### config.mk
export PLATFORM = sky130hd
export DESIGN_NAME = ifsr_flag_regs
export DESIGN_NICKNAME = d
export VERILOG_FILES = /design/src/hdl/ifsr_pkg.sv /design/src/hdl/ifsr_flag_regs.sv
export SDC_FILE = /design/constraint.sdc
export NUM_CORES = 1
export LEC_CHECK = 0
export BUFFER_PORTS_ARGS = -buffer_cell sky130_fd_sc_hd__buf_2
export CAP_MARGIN = 40
export CORE_MARGIN = 5
export CORE_UTILIZATION = 45
export DETAILED_ROUTE_END_ITERATION = 7
export MAX_ROUTING_LAYER = met4
export PLACE_DENSITY = 0.83
export RECOVER_POWER = 100
export SETUP_SLACK_MARGIN = 0.02
export SYNTH_ARGS = -nofsm -noshare
export SYNTH_HDL_FRONTEND = slang
export SYNTH_SLANG_ARGS = --single-unit
export TNS_END_PERCENT = 100
### constraint.sdc
create_clock -name clk -period 2.3 [get_ports clk]
set_input_delay 0 -clock clk [delete_from_list [all_inputs] [get_ports clk]]
set_output_delay 0 -clock clk [all_outputs]
set_load 0.01 [all_outputs]
### src/hdl/ifsr_pkg.sv
package ifsr_pkg;
  // ****************************************
  // register map
  // ****************************************
  localparam logic [7:0] EVENT_FLAG_ADDR = 8'he8;
  localparam logic [7:0] INT_STATUS_ADDR = 8'hf8;
  localparam logic [7:0] EVENT_FLAG_RESET = 8'h00;
  // ****************************************
  // field positions
  // ****************************************
  localparam int XFER_BIT = 0;
  localparam int RTC_BIT = 1;
  localparam int COL_BUSY_BIT = 2;
  localparam int COL_START_BIT = 3;
  localparam int PB_BIT = 4;
  localparam int WAKE_BIT = 5;
  localparam int LOCK_GAIN_BIT = 6;
  localparam int LOCK_LOSS_BIT = 7;
  localparam int KICK_BIT = 7;
  localparam int EXT_INT_COUNT = 7;
  localparam int FLAG_COUNT = 8;
endpackage : ifsr_pkg

### src/hdl/ifsr_flag_regs.sv
`timescale 1ns/100ps
`default_nettype none
module ifsr_flag_regs
  import ifsr_pkg::*;
#(
  parameter int EXT_INPUTS = EXT_INT_COUNT
)
(
  input wire logic clk,
  input wire logic reset,
  input wire logic clkEnable,
  input wire logic [7:0] sfrAddr,
  input wire logic sfrWrite,
  input wire logic sfrRead,
  input wire logic [7:0] sfrWriteData,
  output logic [7:0] sfrReadData,
  input wire logic transferBusyInterrupt,
  input wire logic rtcTick,
  input wire logic flashWriteWhileBusy,
  input wire logic flashWriteAtPassStart,
  input wire logic pushbuttonPressed,
  input wire logic autowakeTimerWake,
  input wire logic pllRise,
  input wire logic pllFall,
  input wire logic [EXT_INPUTS-1:0] externalInterrupts,
  output logic watchdogKick
);
  // ****************************************
  // event flags
  // ****************************************
  logic [FLAG_COUNT-1:0] eventFlag_q;
  logic [FLAG_COUNT-1:0] eventSet;
  logic flagWrite;
  logic statusWrite;

  // the status byte has room for exactly seven live inputs below the kick bit
  generate
    if (EXT_INPUTS != EXT_INT_COUNT) begin : g_bad_width
      $error("external input count must be seven");
    end
  endgenerate

  assign eventSet = {pllFall, pllRise, autowakeTimerWake, pushbuttonPressed,
                     flashWriteAtPassStart, flashWriteWhileBusy, rtcTick,
                     transferBusyInterrupt};
  assign flagWrite = sfrWrite && (sfrAddr == EVENT_FLAG_ADDR);
  assign statusWrite = sfrWrite && (sfrAddr == INT_STATUS_ADDR);

  // one generate loop: each bit sets on its event, clears on a written zero;
  // set beats clear so an event in the clearing cycle is kept
  genvar gi;
  generate
    for (gi = 0; gi < FLAG_COUNT; gi++) begin : g_flag
      always_ff @(posedge clk) begin
        if (reset) begin
          eventFlag_q[gi] <= EVENT_FLAG_RESET[gi];
        end else if (clkEnable) begin
          if (eventSet[gi]) begin
            eventFlag_q[gi] <= 1'b1;
          end else if (flagWrite && !sfrWriteData[gi]) begin
            eventFlag_q[gi] <= 1'b0;
          end
        end
      end
    end
  endgenerate

  // ****************************************
  // watchdog kick
  // ****************************************
  always_ff @(posedge clk) begin
    if (reset) begin
      watchdogKick <= 1'b0;
    end else if (clkEnable) begin
      watchdogKick <= statusWrite && sfrWriteData[KICK_BIT];
    end
  end

  // ****************************************
  // read data
  // ****************************************
  // registered read: data appears the cycle after the strobe
  always_ff @(posedge clk) begin
    if (reset) begin
      sfrReadData <= 8'h00;
    end else if (clkEnable) begin
      if (sfrRead && sfrAddr == EVENT_FLAG_ADDR) begin
        sfrReadData <= eventFlag_q;
      end else if (sfrRead && sfrAddr == INT_STATUS_ADDR) begin
        // live levels, no latching; kick bit reads zero
        sfrReadData <= {1'b0, externalInterrupts};
      end else begin
        sfrReadData <= 8'h00;
      end
    end
  end

  // ****************************************
  // checks
  // ****************************************
  property p_rise_sets;
    @(posedge clk) disable iff (reset)
      clkEnable && pllRise |=> eventFlag_q[LOCK_GAIN_BIT];
  endproperty
  a_rise_sets: assert property (p_rise_sets)
    else $error("lock gain flag not set");

  property p_fall_sets;
    @(posedge clk) disable iff (reset)
      clkEnable && pllFall |=> eventFlag_q[LOCK_LOSS_BIT];
  endproperty
  a_fall_sets: assert property (p_fall_sets)
    else $error("lock loss flag not set");

  property p_xfer_sets;
    @(posedge clk) disable iff (reset)
      clkEnable && transferBusyInterrupt |=> eventFlag_q[XFER_BIT];
  endproperty
  a_xfer_sets: assert property (p_xfer_sets)
    else $error("transfer flag not set");

  property p_rtc_sticky;
    @(posedge clk) disable iff (reset)
      eventFlag_q[RTC_BIT] && !(clkEnable && flagWrite
        && !sfrWriteData[RTC_BIT]) |=> eventFlag_q[RTC_BIT];
  endproperty
  a_rtc_sticky: assert property (p_rtc_sticky)
    else $error("rtc flag dropped without clear");

  property p_col_busy;
    @(posedge clk) disable iff (reset)
      clkEnable && flashWriteWhileBusy |=> eventFlag_q[COL_BUSY_BIT];
  endproperty
  a_col_busy: assert property (p_col_busy)
    else $error("busy collision flag not set");

  property p_col_start;
    @(posedge clk) disable iff (reset)
      clkEnable && flashWriteAtPassStart |=> eventFlag_q[COL_START_BIT];
  endproperty
  a_col_start: assert property (p_col_start)
    else $error("start collision flag not set");

  property p_pb_sets;
    @(posedge clk) disable iff (reset)
      clkEnable && pushbuttonPressed |=> eventFlag_q[PB_BIT];
  endproperty
  a_pb_sets: assert property (p_pb_sets)
    else $error("pushbutton flag not set");

  property p_wake_sets;
    @(posedge clk) disable iff (reset)
      clkEnable && autowakeTimerWake |=> eventFlag_q[WAKE_BIT];
  endproperty
  a_wake_sets: assert property (p_wake_sets)
    else $error("wake flag not set");

  property p_ones_ignored;
    @(posedge clk) disable iff (reset)
      clkEnable && flagWrite && (sfrWriteData == 8'hff)
        |=> eventFlag_q == ($past(eventFlag_q) | $past(eventSet));
  endproperty
  a_ones_ignored: assert property (p_ones_ignored)
    else $error("write of ones changed flags");

  property p_status_read;
    @(posedge clk) disable iff (reset)
      clkEnable && sfrRead && sfrAddr == INT_STATUS_ADDR
        |=> sfrReadData == {1'b0, $past(externalInterrupts)};
  endproperty
  a_status_read: assert property (p_status_read)
    else $error("status read not live levels");

  property p_kick;
    @(posedge clk) disable iff (reset)
      clkEnable && statusWrite && sfrWriteData[KICK_BIT]
        |=> watchdogKick;
  endproperty
  a_kick: assert property (p_kick)
    else $error("watchdog kick missing");

  property p_kick_quiet;
    @(posedge clk) disable iff (reset)
      clkEnable && !(statusWrite && sfrWriteData[KICK_BIT])
        |=> !watchdogKick;
  endproperty
  a_kick_quiet: assert property (p_kick_quiet)
    else $error("watchdog kick without write");

  property p_clear_xfer;
    @(posedge clk) disable iff (reset)
      clkEnable && flagWrite && !sfrWriteData[XFER_BIT]
        && !transferBusyInterrupt |=> !eventFlag_q[XFER_BIT];
  endproperty
  a_clear_xfer: assert property (p_clear_xfer)
    else $error("transfer flag not cleared");

  property p_clear_rtc;
    @(posedge clk) disable iff (reset)
      clkEnable && flagWrite && !sfrWriteData[RTC_BIT]
        && !rtcTick |=> !eventFlag_q[RTC_BIT];
  endproperty
  a_clear_rtc: assert property (p_clear_rtc)
    else $error("rtc flag not cleared");

  property p_clear_col_busy;
    @(posedge clk) disable iff (reset)
      clkEnable && flagWrite && !sfrWriteData[COL_BUSY_BIT]
        && !flashWriteWhileBusy |=> !eventFlag_q[COL_BUSY_BIT];
  endproperty
  a_clear_col_busy: assert property (p_clear_col_busy)
    else $error("busy collision flag not cleared");

  property p_clear_col_start;
    @(posedge clk) disable iff (reset)
      clkEnable && flagWrite && !sfrWriteData[COL_START_BIT]
        && !flashWriteAtPassStart |=> !eventFlag_q[COL_START_BIT];
  endproperty
  a_clear_col_start: assert property (p_clear_col_start)
    else $error("start collision flag not cleared");

  property p_clear_pb;
    @(posedge clk) disable iff (reset)
      clkEnable && flagWrite && !sfrWriteData[PB_BIT]
        && !pushbuttonPressed |=> !eventFlag_q[PB_BIT];
  endproperty
  a_clear_pb: assert property (p_clear_pb)
    else $error("pushbutton flag not cleared");

  property p_clear_wake;
    @(posedge clk) disable iff (reset)
      clkEnable && flagWrite && !sfrWriteData[WAKE_BIT]
        && !autowakeTimerWake |=> !eventFlag_q[WAKE_BIT];
  endproperty
  a_clear_wake: assert property (p_clear_wake)
    else $error("wake flag not cleared");

  property p_clear_rise;
    @(posedge clk) disable iff (reset)
      clkEnable && flagWrite && !sfrWriteData[LOCK_GAIN_BIT]
        && !pllRise |=> !eventFlag_q[LOCK_GAIN_BIT];
  endproperty
  a_clear_rise: assert property (p_clear_rise)
    else $error("lock gain flag not cleared");

  property p_clear_fall;
    @(posedge clk) disable iff (reset)
      clkEnable && flagWrite && !sfrWriteData[LOCK_LOSS_BIT]
        && !pllFall |=> !eventFlag_q[LOCK_LOSS_BIT];
  endproperty
  a_clear_fall: assert property (p_clear_fall)
    else $error("lock loss flag not cleared");

  property p_flag_read;
    @(posedge clk) disable iff (reset)
      clkEnable && sfrRead && sfrAddr == EVENT_FLAG_ADDR
        |=> sfrReadData == $past(eventFlag_q);
  endproperty
  a_flag_read: assert property (p_flag_read)
    else $error("flag read wrong");

  // unmapped or idle cycles must not leak stale data onto the bus
  property p_idle_zero;
    @(posedge clk) disable iff (reset)
      clkEnable && !(sfrRead && (sfrAddr == EVENT_FLAG_ADDR
        || sfrAddr == INT_STATUS_ADDR)) |=> sfrReadData == 8'h00;
  endproperty
  a_idle_zero: assert property (p_idle_zero)
    else $error("read data not zero when idle");

  property p_frozen;
    @(posedge clk) disable iff (reset)
      !clkEnable |=> $stable(eventFlag_q) && $stable(sfrReadData)
        && $stable(watchdogKick);
  endproperty
  a_frozen: assert property (p_frozen)
    else $error("state moved while disabled");
endmodule : ifsr_flag_regs
`default_nettype wire

==> results of run 1 <==
## metrics by stage
stage | power (mW) | cells | setup WS, ns | utilization, % | hold slack [ns]
4_1_cts | 0.5671 | 162 | 1.488 | 66.08 | 0.005827
3_5_place_dp | 0.4020 | 151 | 1.183 | 60.44 | 0.2759
2_1_floorplan | 0.3634 | 86 | 1.444 | - | 0.1673
6_report | 0.5656 | 163 | 0.9737 | 63.96 | 0.001687
5_1_grt | 0.5904 | 163 | 0.8766 | 63.96 | 0.01985
3_3_place_gp | 0.3986 | 151 | 1.214 | 60.44 | 0.2673
## routing by layer
layer / share of wire, % / GRT usage (%)
met1: 41 / 15.64
met2: 51 / 28.45
met3: 6.4 / 3.989
met4: 1.4 / 6.383
met5: 0 / -
## how the worst max path moves through the flow
stage / startpoint / endpoint / slack (ns) / depth (start not counted)
floorplan: clkEnable / eventFlag_q[0] / 1.44 / 4
global placement: clkEnable / eventFlag_q[0] / 1.21 / 4
detailed placement: clkEnable / eventFlag_q[1] / 1.18 / 4
CTS: clkEnable / eventFlag_q[1] / 1.49 / 4
global route: clkEnable / eventFlag_q[4] / 0.88 / 4
finish: clkEnable / eventFlag_q[1] / 0.97 / 4
## cells in the mapped netlist
cell and n:
and4b_1 1, o21a_1 8, a21o_1 8, dfxtp_1 17
o21ai_0 9, nand4b_4 2, clkbuf_2 1, nor2_1 9
mux2i_1 7, and4bb_4 1, nand4b_1 1, a21oi_1 8
buf_2 2, buf_4 1, nand4bb_1 1, nand2_1 10
## timing repair
item	CTS	global route
setup buffers	0	0
hold buffers	7	1
hold endpoints to repair	7	1
## worst max-delay path: stages
cell	delay, ns
clkbuf_1	0.54
and4bb_1	0.35
nand4b_1	0.32
o21a_1	0.29
## registers in the layout, indices dropped and copies added (netlist names)
| register | cells |
|---|---|
| watchdogKick | 1 |
| eventFlag_q | 8 |
| sfrReadData | 8 |
## power groups by stage
stage	registers, mW	clock network (mW)	logic [mW]
after floorplan	0.314	0	0.0492
after CTS	0.309	0.163	0.0954
after global routing	0.310	0.177	0.103
after global placement	0.315	0	0.0834
after detailed placement	0.316	0	0.0864
final	0.309	0.163	0.0939
## layout make-up
| type | instances | area (um2) | share of cell area [%] |
|---|---|---|---|
| multi-input cells | 65 | 406.6 | 37.23 |
| flip-flops and latches | 17 | 340.3 | 31.16 |
| repair buffers | 52 | 287.8 | 26.35 |
| well taps | 25 | 31.28 | 2.864 |
| clock buffers | 4 | 26.28 | 2.405 |
## logic make-up after synthesis
| group | synth area share (%) |
|---|---|
| and+or+nand+nor | 20.56 |
| DFF | 42.37 |
| AOI/OAI and AO/OA | 25.55 |
| buffers and inverters | 2.804 |
| muxes | 8.723 |
==> results.sh, run 1 <==
export IMPL_hold_path_class="in2reg"
export IMPL_outcome="completed"
export IMPL_cp_max_fo=18
export IMPL_via_per_inst=5.061
export IMPL_p_switching_uw=140.2
export IMPL_crit_path_end_kind="flip-flop"
export IMPL_max_freq_mhz=754.0
export IMPL_reg2reg_from="eventFlag_q[3]"
export IMPL_yosys_warnings=0
export IMPL_drt_wl_total_um=2140
export IMPL_arrival_ns=1.51
export IMPL_drtPass1Iterations=4
export IMPL_cts_root_buf="clkbuf_4"
export IMPL_vias=825
export IMPL_relSlewSlack_pct=50.77
export IMPL_min_path_cells=3
export IMPL_synthTopCellsByArea="dfxtp_1 42%, mux2i_1 8.7%, a21o_1 7.5%"
export IMPL_drc=0
export IMPL_crit_type="in2reg"
export IMPL_hold_violations=0
export IMPL_clockBufferDepth=2
export IMPL_area_growth_pct=35.98
export IMPL_internal_power_uw=425.4
export IMPL_io_buffers=44
export IMPL_grt_pass1_vias=802
export IMPL_cp_start_kind="primary input"
export IMPL_final_common_cell="buf_2"
export IMPL_worstRegToRegCells=2
export IMPL_syn_area_um2=803.3
export IMPL_core_um2=1708
export IMPL_grt_start_max_net_pins=19
export IMPL_cts_resized=0
export IMPL_combPwrFrac_pct=16.6
export IMPL_layout_common_cells="34 x buf_2, 17 x dfxtp_1, 11 x clkbuf_1"
export IMPL_synth_area_leader_cell="dfxtp_1"
export IMPL_cp_data_required_time_ns=2.48
export IMPL_clk_pin_slew_ns=0.11
export IMPL_die_x_um=52.25
export IMPL_ys_ff_latch=17
export IMPL_synthesis_nets=122
export IMPL_fillers=165
export IMPL_io_pins=45
export IMPL_cts_buffers_inserted=3
export IMPL_die_area_um2=2730
export IMPL_drive_gt1_share_pct=26.81
export IMPL_die_y_um=52.25
export IMPL_fin_nets=175
export IMPL_antenna_found_initial=0
export IMPL_tns_ns=0
export IMPL_grt_setup_unrepaired="no"
export IMPL_synth_top_area_share_pct=42.37
export IMPL_power_density_nw_per_um2=517.8
export IMPL_slew_viol_final=0
export IMPL_ant_nets=0
export IMPL_grt_pass1_wl_um=3098
export IMPL_place_area_um2=1032
export IMPL_min_to="sfrReadData[7]"
export IMPL_cts_tree="built"
export IMPL_syn_inst=86
export IMPL_synth_distinct_cells=16
export IMPL_ir_worst_vdd_v=0.0003293
export IMPL_maxCapViolCount=0
export IMPL_cts_max_level=1
export IMPL_post_drt_wl_per_cell_um=13.13
export IMPL_reg2reg_to="sfrReadData[3]"
export IMPL_final_area_um2=1092
export IMPL_hpwlAfterDp_um=1557
export IMPL_worst_slew_pin_slew_ns=0.7385
export IMPL_floorplan_initialDensity_pct=47.03
export IMPL_overflow=0
export IMPL_p_clk_share_pct=28.8
export IMPL_p_seq_share_pct=54.6
export IMPL_finalSetupViolations=0
export IMPL_reg2reg_slack_ns=1.59
export IMPL_hp_start="sfrRead"
export IMPL_min_period_over_period_pct=57.66
export IMPL_antenna_cells=0
export IMPL_grtUsageTotal_pct=15.55
export IMPL_drtIter0Drc=10
export IMPL_min_period_ns=1.326
export IMPL_netSwitchingFraction_pct=24.79
export IMPL_gp_congestion=0.7381
export IMPL_avgSynthCellArea_um2=9.340
export IMPL_cts_sinks=17
export IMPL_clk_latency_ns=0.29
export IMPL_fin_worst_skew_ns=0.01212
export IMPL_leakagePower_nw=0.5012
export IMPL_yosysSeqAreaShare_pct=42.37
export IMPL_fp_row_count=15
Note: power is estimated with default switching activity, not from simulation.
==> inputs of run 2 (changes only) <==
--- a/config.mk
+++ b/config.mk
@@ -5,13 +5,14 @@
 export SDC_FILE = /design/constraint.sdc
 export NUM_CORES = 1
 export LEC_CHECK = 0
+export ABC_AREA = 1
 export BUFFER_PORTS_ARGS = -buffer_cell sky130_fd_sc_hd__buf_2
 export CAP_MARGIN = 40
 export CORE_MARGIN = 5
-export CORE_UTILIZATION = 45
+export CORE_UTILIZATION = 40
 export DETAILED_ROUTE_END_ITERATION = 7
 export MAX_ROUTING_LAYER = met4
-export PLACE_DENSITY = 0.83
+export PLACE_DENSITY = 0.75
 export RECOVER_POWER = 100
 export SETUP_SLACK_MARGIN = 0.02
 export SYNTH_ARGS = -nofsm -noshare
==> constraint.sdc (replaced) <==
create_clock -name clk -period 1.1 [get_ports clk]
set_input_delay 0 -clock clk [delete_from_list [all_inputs] [get_ports clk]]
set_output_delay 0 -clock clk [all_outputs]
set_load 0.01 [all_outputs]
==> run 2 against run 1 <==
  * Via count is 30% higher
  * Routed wire length grew 19%
  * First-iteration DRC count rose to 3.6 times the previous value
  * Synthesized area grew 17%
  * Hold slack hardly changed
  * Critical path depth rose by 3
  * Die area rose by 25%
  * Cell area is 14% higher
  * Combinational power increased to 2.6 times the previous value
  * Clock-buffer cell count stayed put
  * Critical endpoint is now eventFlag_q[0]
==> results.sh, run 2 <==
export IMPL_grt_pass1_wl_um=4064
export IMPL_power_mw=1.248
export IMPL_p_seq_share_pct=53.5
export IMPL_max_freq_mhz=1138
export IMPL_cp_max_fo=16
export IMPL_ant_nets=0
export IMPL_ir_worst_vdd_v=0.0007939
export IMPL_cts_root_buf="clkbuf_4"
export IMPL_grt_setup_unrepaired="no"
export IMPL_synthArstFlopShare_pct=0
export IMPL_vias=1072
export IMPL_synth_distinct_cells=15
export IMPL_avgSynthCellArea_um2=6.900
export IMPL_io_buffers=44
export IMPL_p_clk_share_pct=26.9
export IMPL_crit_path_end_kind="flip-flop"
export IMPL_maxCapViolCount=0
export IMPL_drive_gt1_share_pct=25.81
export IMPL_min_path_cells=3
export IMPL_die_x_um=58.44
export IMPL_synth_edff_count=0
export IMPL_p_switching_uw=341.0
export IMPL_hold_violations=0
export IMPL_leakagePower_nw=0.6233
export IMPL_worstRegToRegCells=4
export IMPL_netSwitchingFraction_pct=27.34
export IMPL_fin_worst_skew_ns=0.001093
export IMPL_via_per_inst=5.009
export IMPL_min_period_over_period_pct=79.90
export IMPL_finalSetupViolations=0
export IMPL_hp_start="sfrWriteData[7]"
export IMPL_internal_power_uw=906.6
export IMPL_outcome="completed"
export IMPL_ys_flop_type="dfxtp_1"
export IMPL_cp_start_kind="primary input"
export IMPL_min_to="watchdogKick"
export IMPL_floorplan_initialDensity_pct=42.02
export IMPL_antenna_found_initial=0
export IMPL_gp_congestion=0.8707
export IMPL_cts_resized=0
export IMPL_power_density_nw_per_um2=1003
export IMPL_clockBufferDepth=2
export IMPL_cts_sinks=17
export IMPL_synth_top_area_share_pct=36.27
export IMPL_grt_pass1_vias=1008
export IMPL_die_y_um=58.44
export IMPL_core_um2=2233
export IMPL_hold_ws_ns=0.001460
export IMPL_worst_slew_pin_slew_ns=0.6138
export IMPL_clk_latency_ns=0.29
export IMPL_die_area_um2=3415
export IMPL_fp_row_count=17
export IMPL_largest_registers="eventFlag_q x8, sfrReadData x8, watchdogKick x1"
export IMPL_area_growth_pct=32.53
export IMPL_slew_viol_final=0
export IMPL_drtIter0Drc=36
export IMPL_clk_pin_slew_ns=0.10
export IMPL_tns_ns=0
export IMPL_cts_max_level=1
export IMPL_post_drt_wl_per_cell_um=11.92
export IMPL_overflow=0
export IMPL_yosys_warnings=0
export IMPL_grtUsageTotal_pct=15.49
export IMPL_synth_area_leader_cell="dfxtp_1"
export IMPL_syn_inst=136
export IMPL_cts_buffers_inserted=3
export IMPL_hold_path_class="in2reg"
export IMPL_cp_data_required_time_ns=1.27
export IMPL_reg2reg_slack_ns=0.38
export IMPL_syn_area_um2=938.4
export IMPL_cts_tree="built"
export IMPL_relSlewSlack_pct=59.04
export IMPL_drc=0
export IMPL_io_pins=45
export IMPL_yosys_cell_count_top_type="nand2_1"
export IMPL_synthTopCellsByArea="dfxtp_1 36%, nand4_1 16%, nand2_1 11%"
export IMPL_ys_ff_latch=17
export IMPL_layout_common_cells="35 x buf_2, 27 x nand2_1, 24 x nand4_1"
export IMPL_fin_nets=223
export IMPL_arrival_ns=1.05
export IMPL_drt_wl_total_um=2551
export IMPL_reg2reg_to="sfrReadData[4]"
export IMPL_yosysSeqAreaShare_pct=36.27
export IMPL_hpwlAfterDp_um=1806
export IMPL_drtPass1Iterations=4
export IMPL_synthTopCellsByCount="27 x nand2_1, 24 x nand4_1, 20 x inv_1, 17 x dfxtp_1, 14 x nor2_1"
export IMPL_reg2reg_from="eventFlag_q[4]"
export IMPL_crit_type="in2reg"
export IMPL_final_common_cell="buf_2"
export IMPL_grt_start_max_net_pins=25
export IMPL_combPwrFrac_pct=19.5
export IMPL_min_period_ns=0.8789
export IMPL_synthesis_nets=172
export IMPL_antenna_cells=0
run 2: per-layer routing:
layer,vias up,track usage (%),wire length [um]
met2,39,27.59,1314
met3,5,2.193,177
met5,-,-,0
li1,545,-,-
met4,0,5.960,40
met1,483,17.29,1019
run 2: cell families (layout without fill, tap and decap cells):
| family | Yosys count | in the layout | share of synthesized area, % |
|---|---|---|---|
| buffers and inverters | 30 | 80 | 16.40 |
| flip-flops | 17 | 17 | 36.27 |
| AND/OR/NAND/NOR | 78 | 78 | 41.20 |
| AO/OA/AOI/OAI | 11 | 11 | 6.134 |
run 2: power groups by stage:
stage | logic (mW) | registers (mW) | clock network (mW)
after global routing | 0.273 | 0.672 | 0.385
after detailed placement | 0.225 | 0.681 | 0
final | 0.244 | 0.668 | 0.336
after global placement | 0.221 | 0.680 | 0
after floorplan | 0.127 | 0.684 | 0
after CTS | 0.249 | 0.667 | 0.346
run 2: timing repair:
action / CTS / global route
buffers inserted: 0 / 0
endpoints found under the setup margin: 0 / 0
hold buffers: 8 / 0
hold endpoints to repair: 8 / 0
run 2: worst max-delay path by stage:
stage                        start  cells after the start  slack [ns]        endpoint
finish                  sfrAddr[4]                      7        0.22  eventFlag_q[0]
global route            sfrAddr[4]                      8        0.15  sfrReadData[3]
global placement        sfrAddr[4]                      7        0.20  eventFlag_q[3]
floorplan               sfrAddr[2]                      8        0.42  sfrReadData[4]
CTS                 sfrReadData[0]                      1        0.32  sfrReadData[0]
detailed placement      sfrAddr[4]                      7        0.16  eventFlag_q[4]
run 2: worst max-delay path, cell delays in order:
cell     delay [ns]
buf_2          0.10
inv_1          0.04
nand2_1        0.06
nor2_2         0.48
nand4_1        0.19
nand2_1        0.11
a21oi_1        0.07
run 2: stage by stage:
step	worst slack (ns)	instance area (um2)	util, %	cells
finish	0.2211	1244	55.69	214
CTS	0.3181	1260	56.41	214
detailed placement	0.1596	1154	51.65	202
global route	0.1511	1244	55.69	214
global placement	0.1974	1154	51.65	202
floorplan	0.4156	938.4	-	136
run 2: layout make-up:
| class | instances | area, um2 |
|---|---|---|
| Fill cell | 221 | 989.7 |
| Multi-Input combinational cell | 89 | 439.2 |
| Timing Repair Buffer | 55 | 324.1 |
| Tap cell | 28 | 35.03 |
| Clock buffer | 4 | 26.28 |
| Sequential cell | 17 | 340.3 |
| Inverter | 21 | 78.83 |
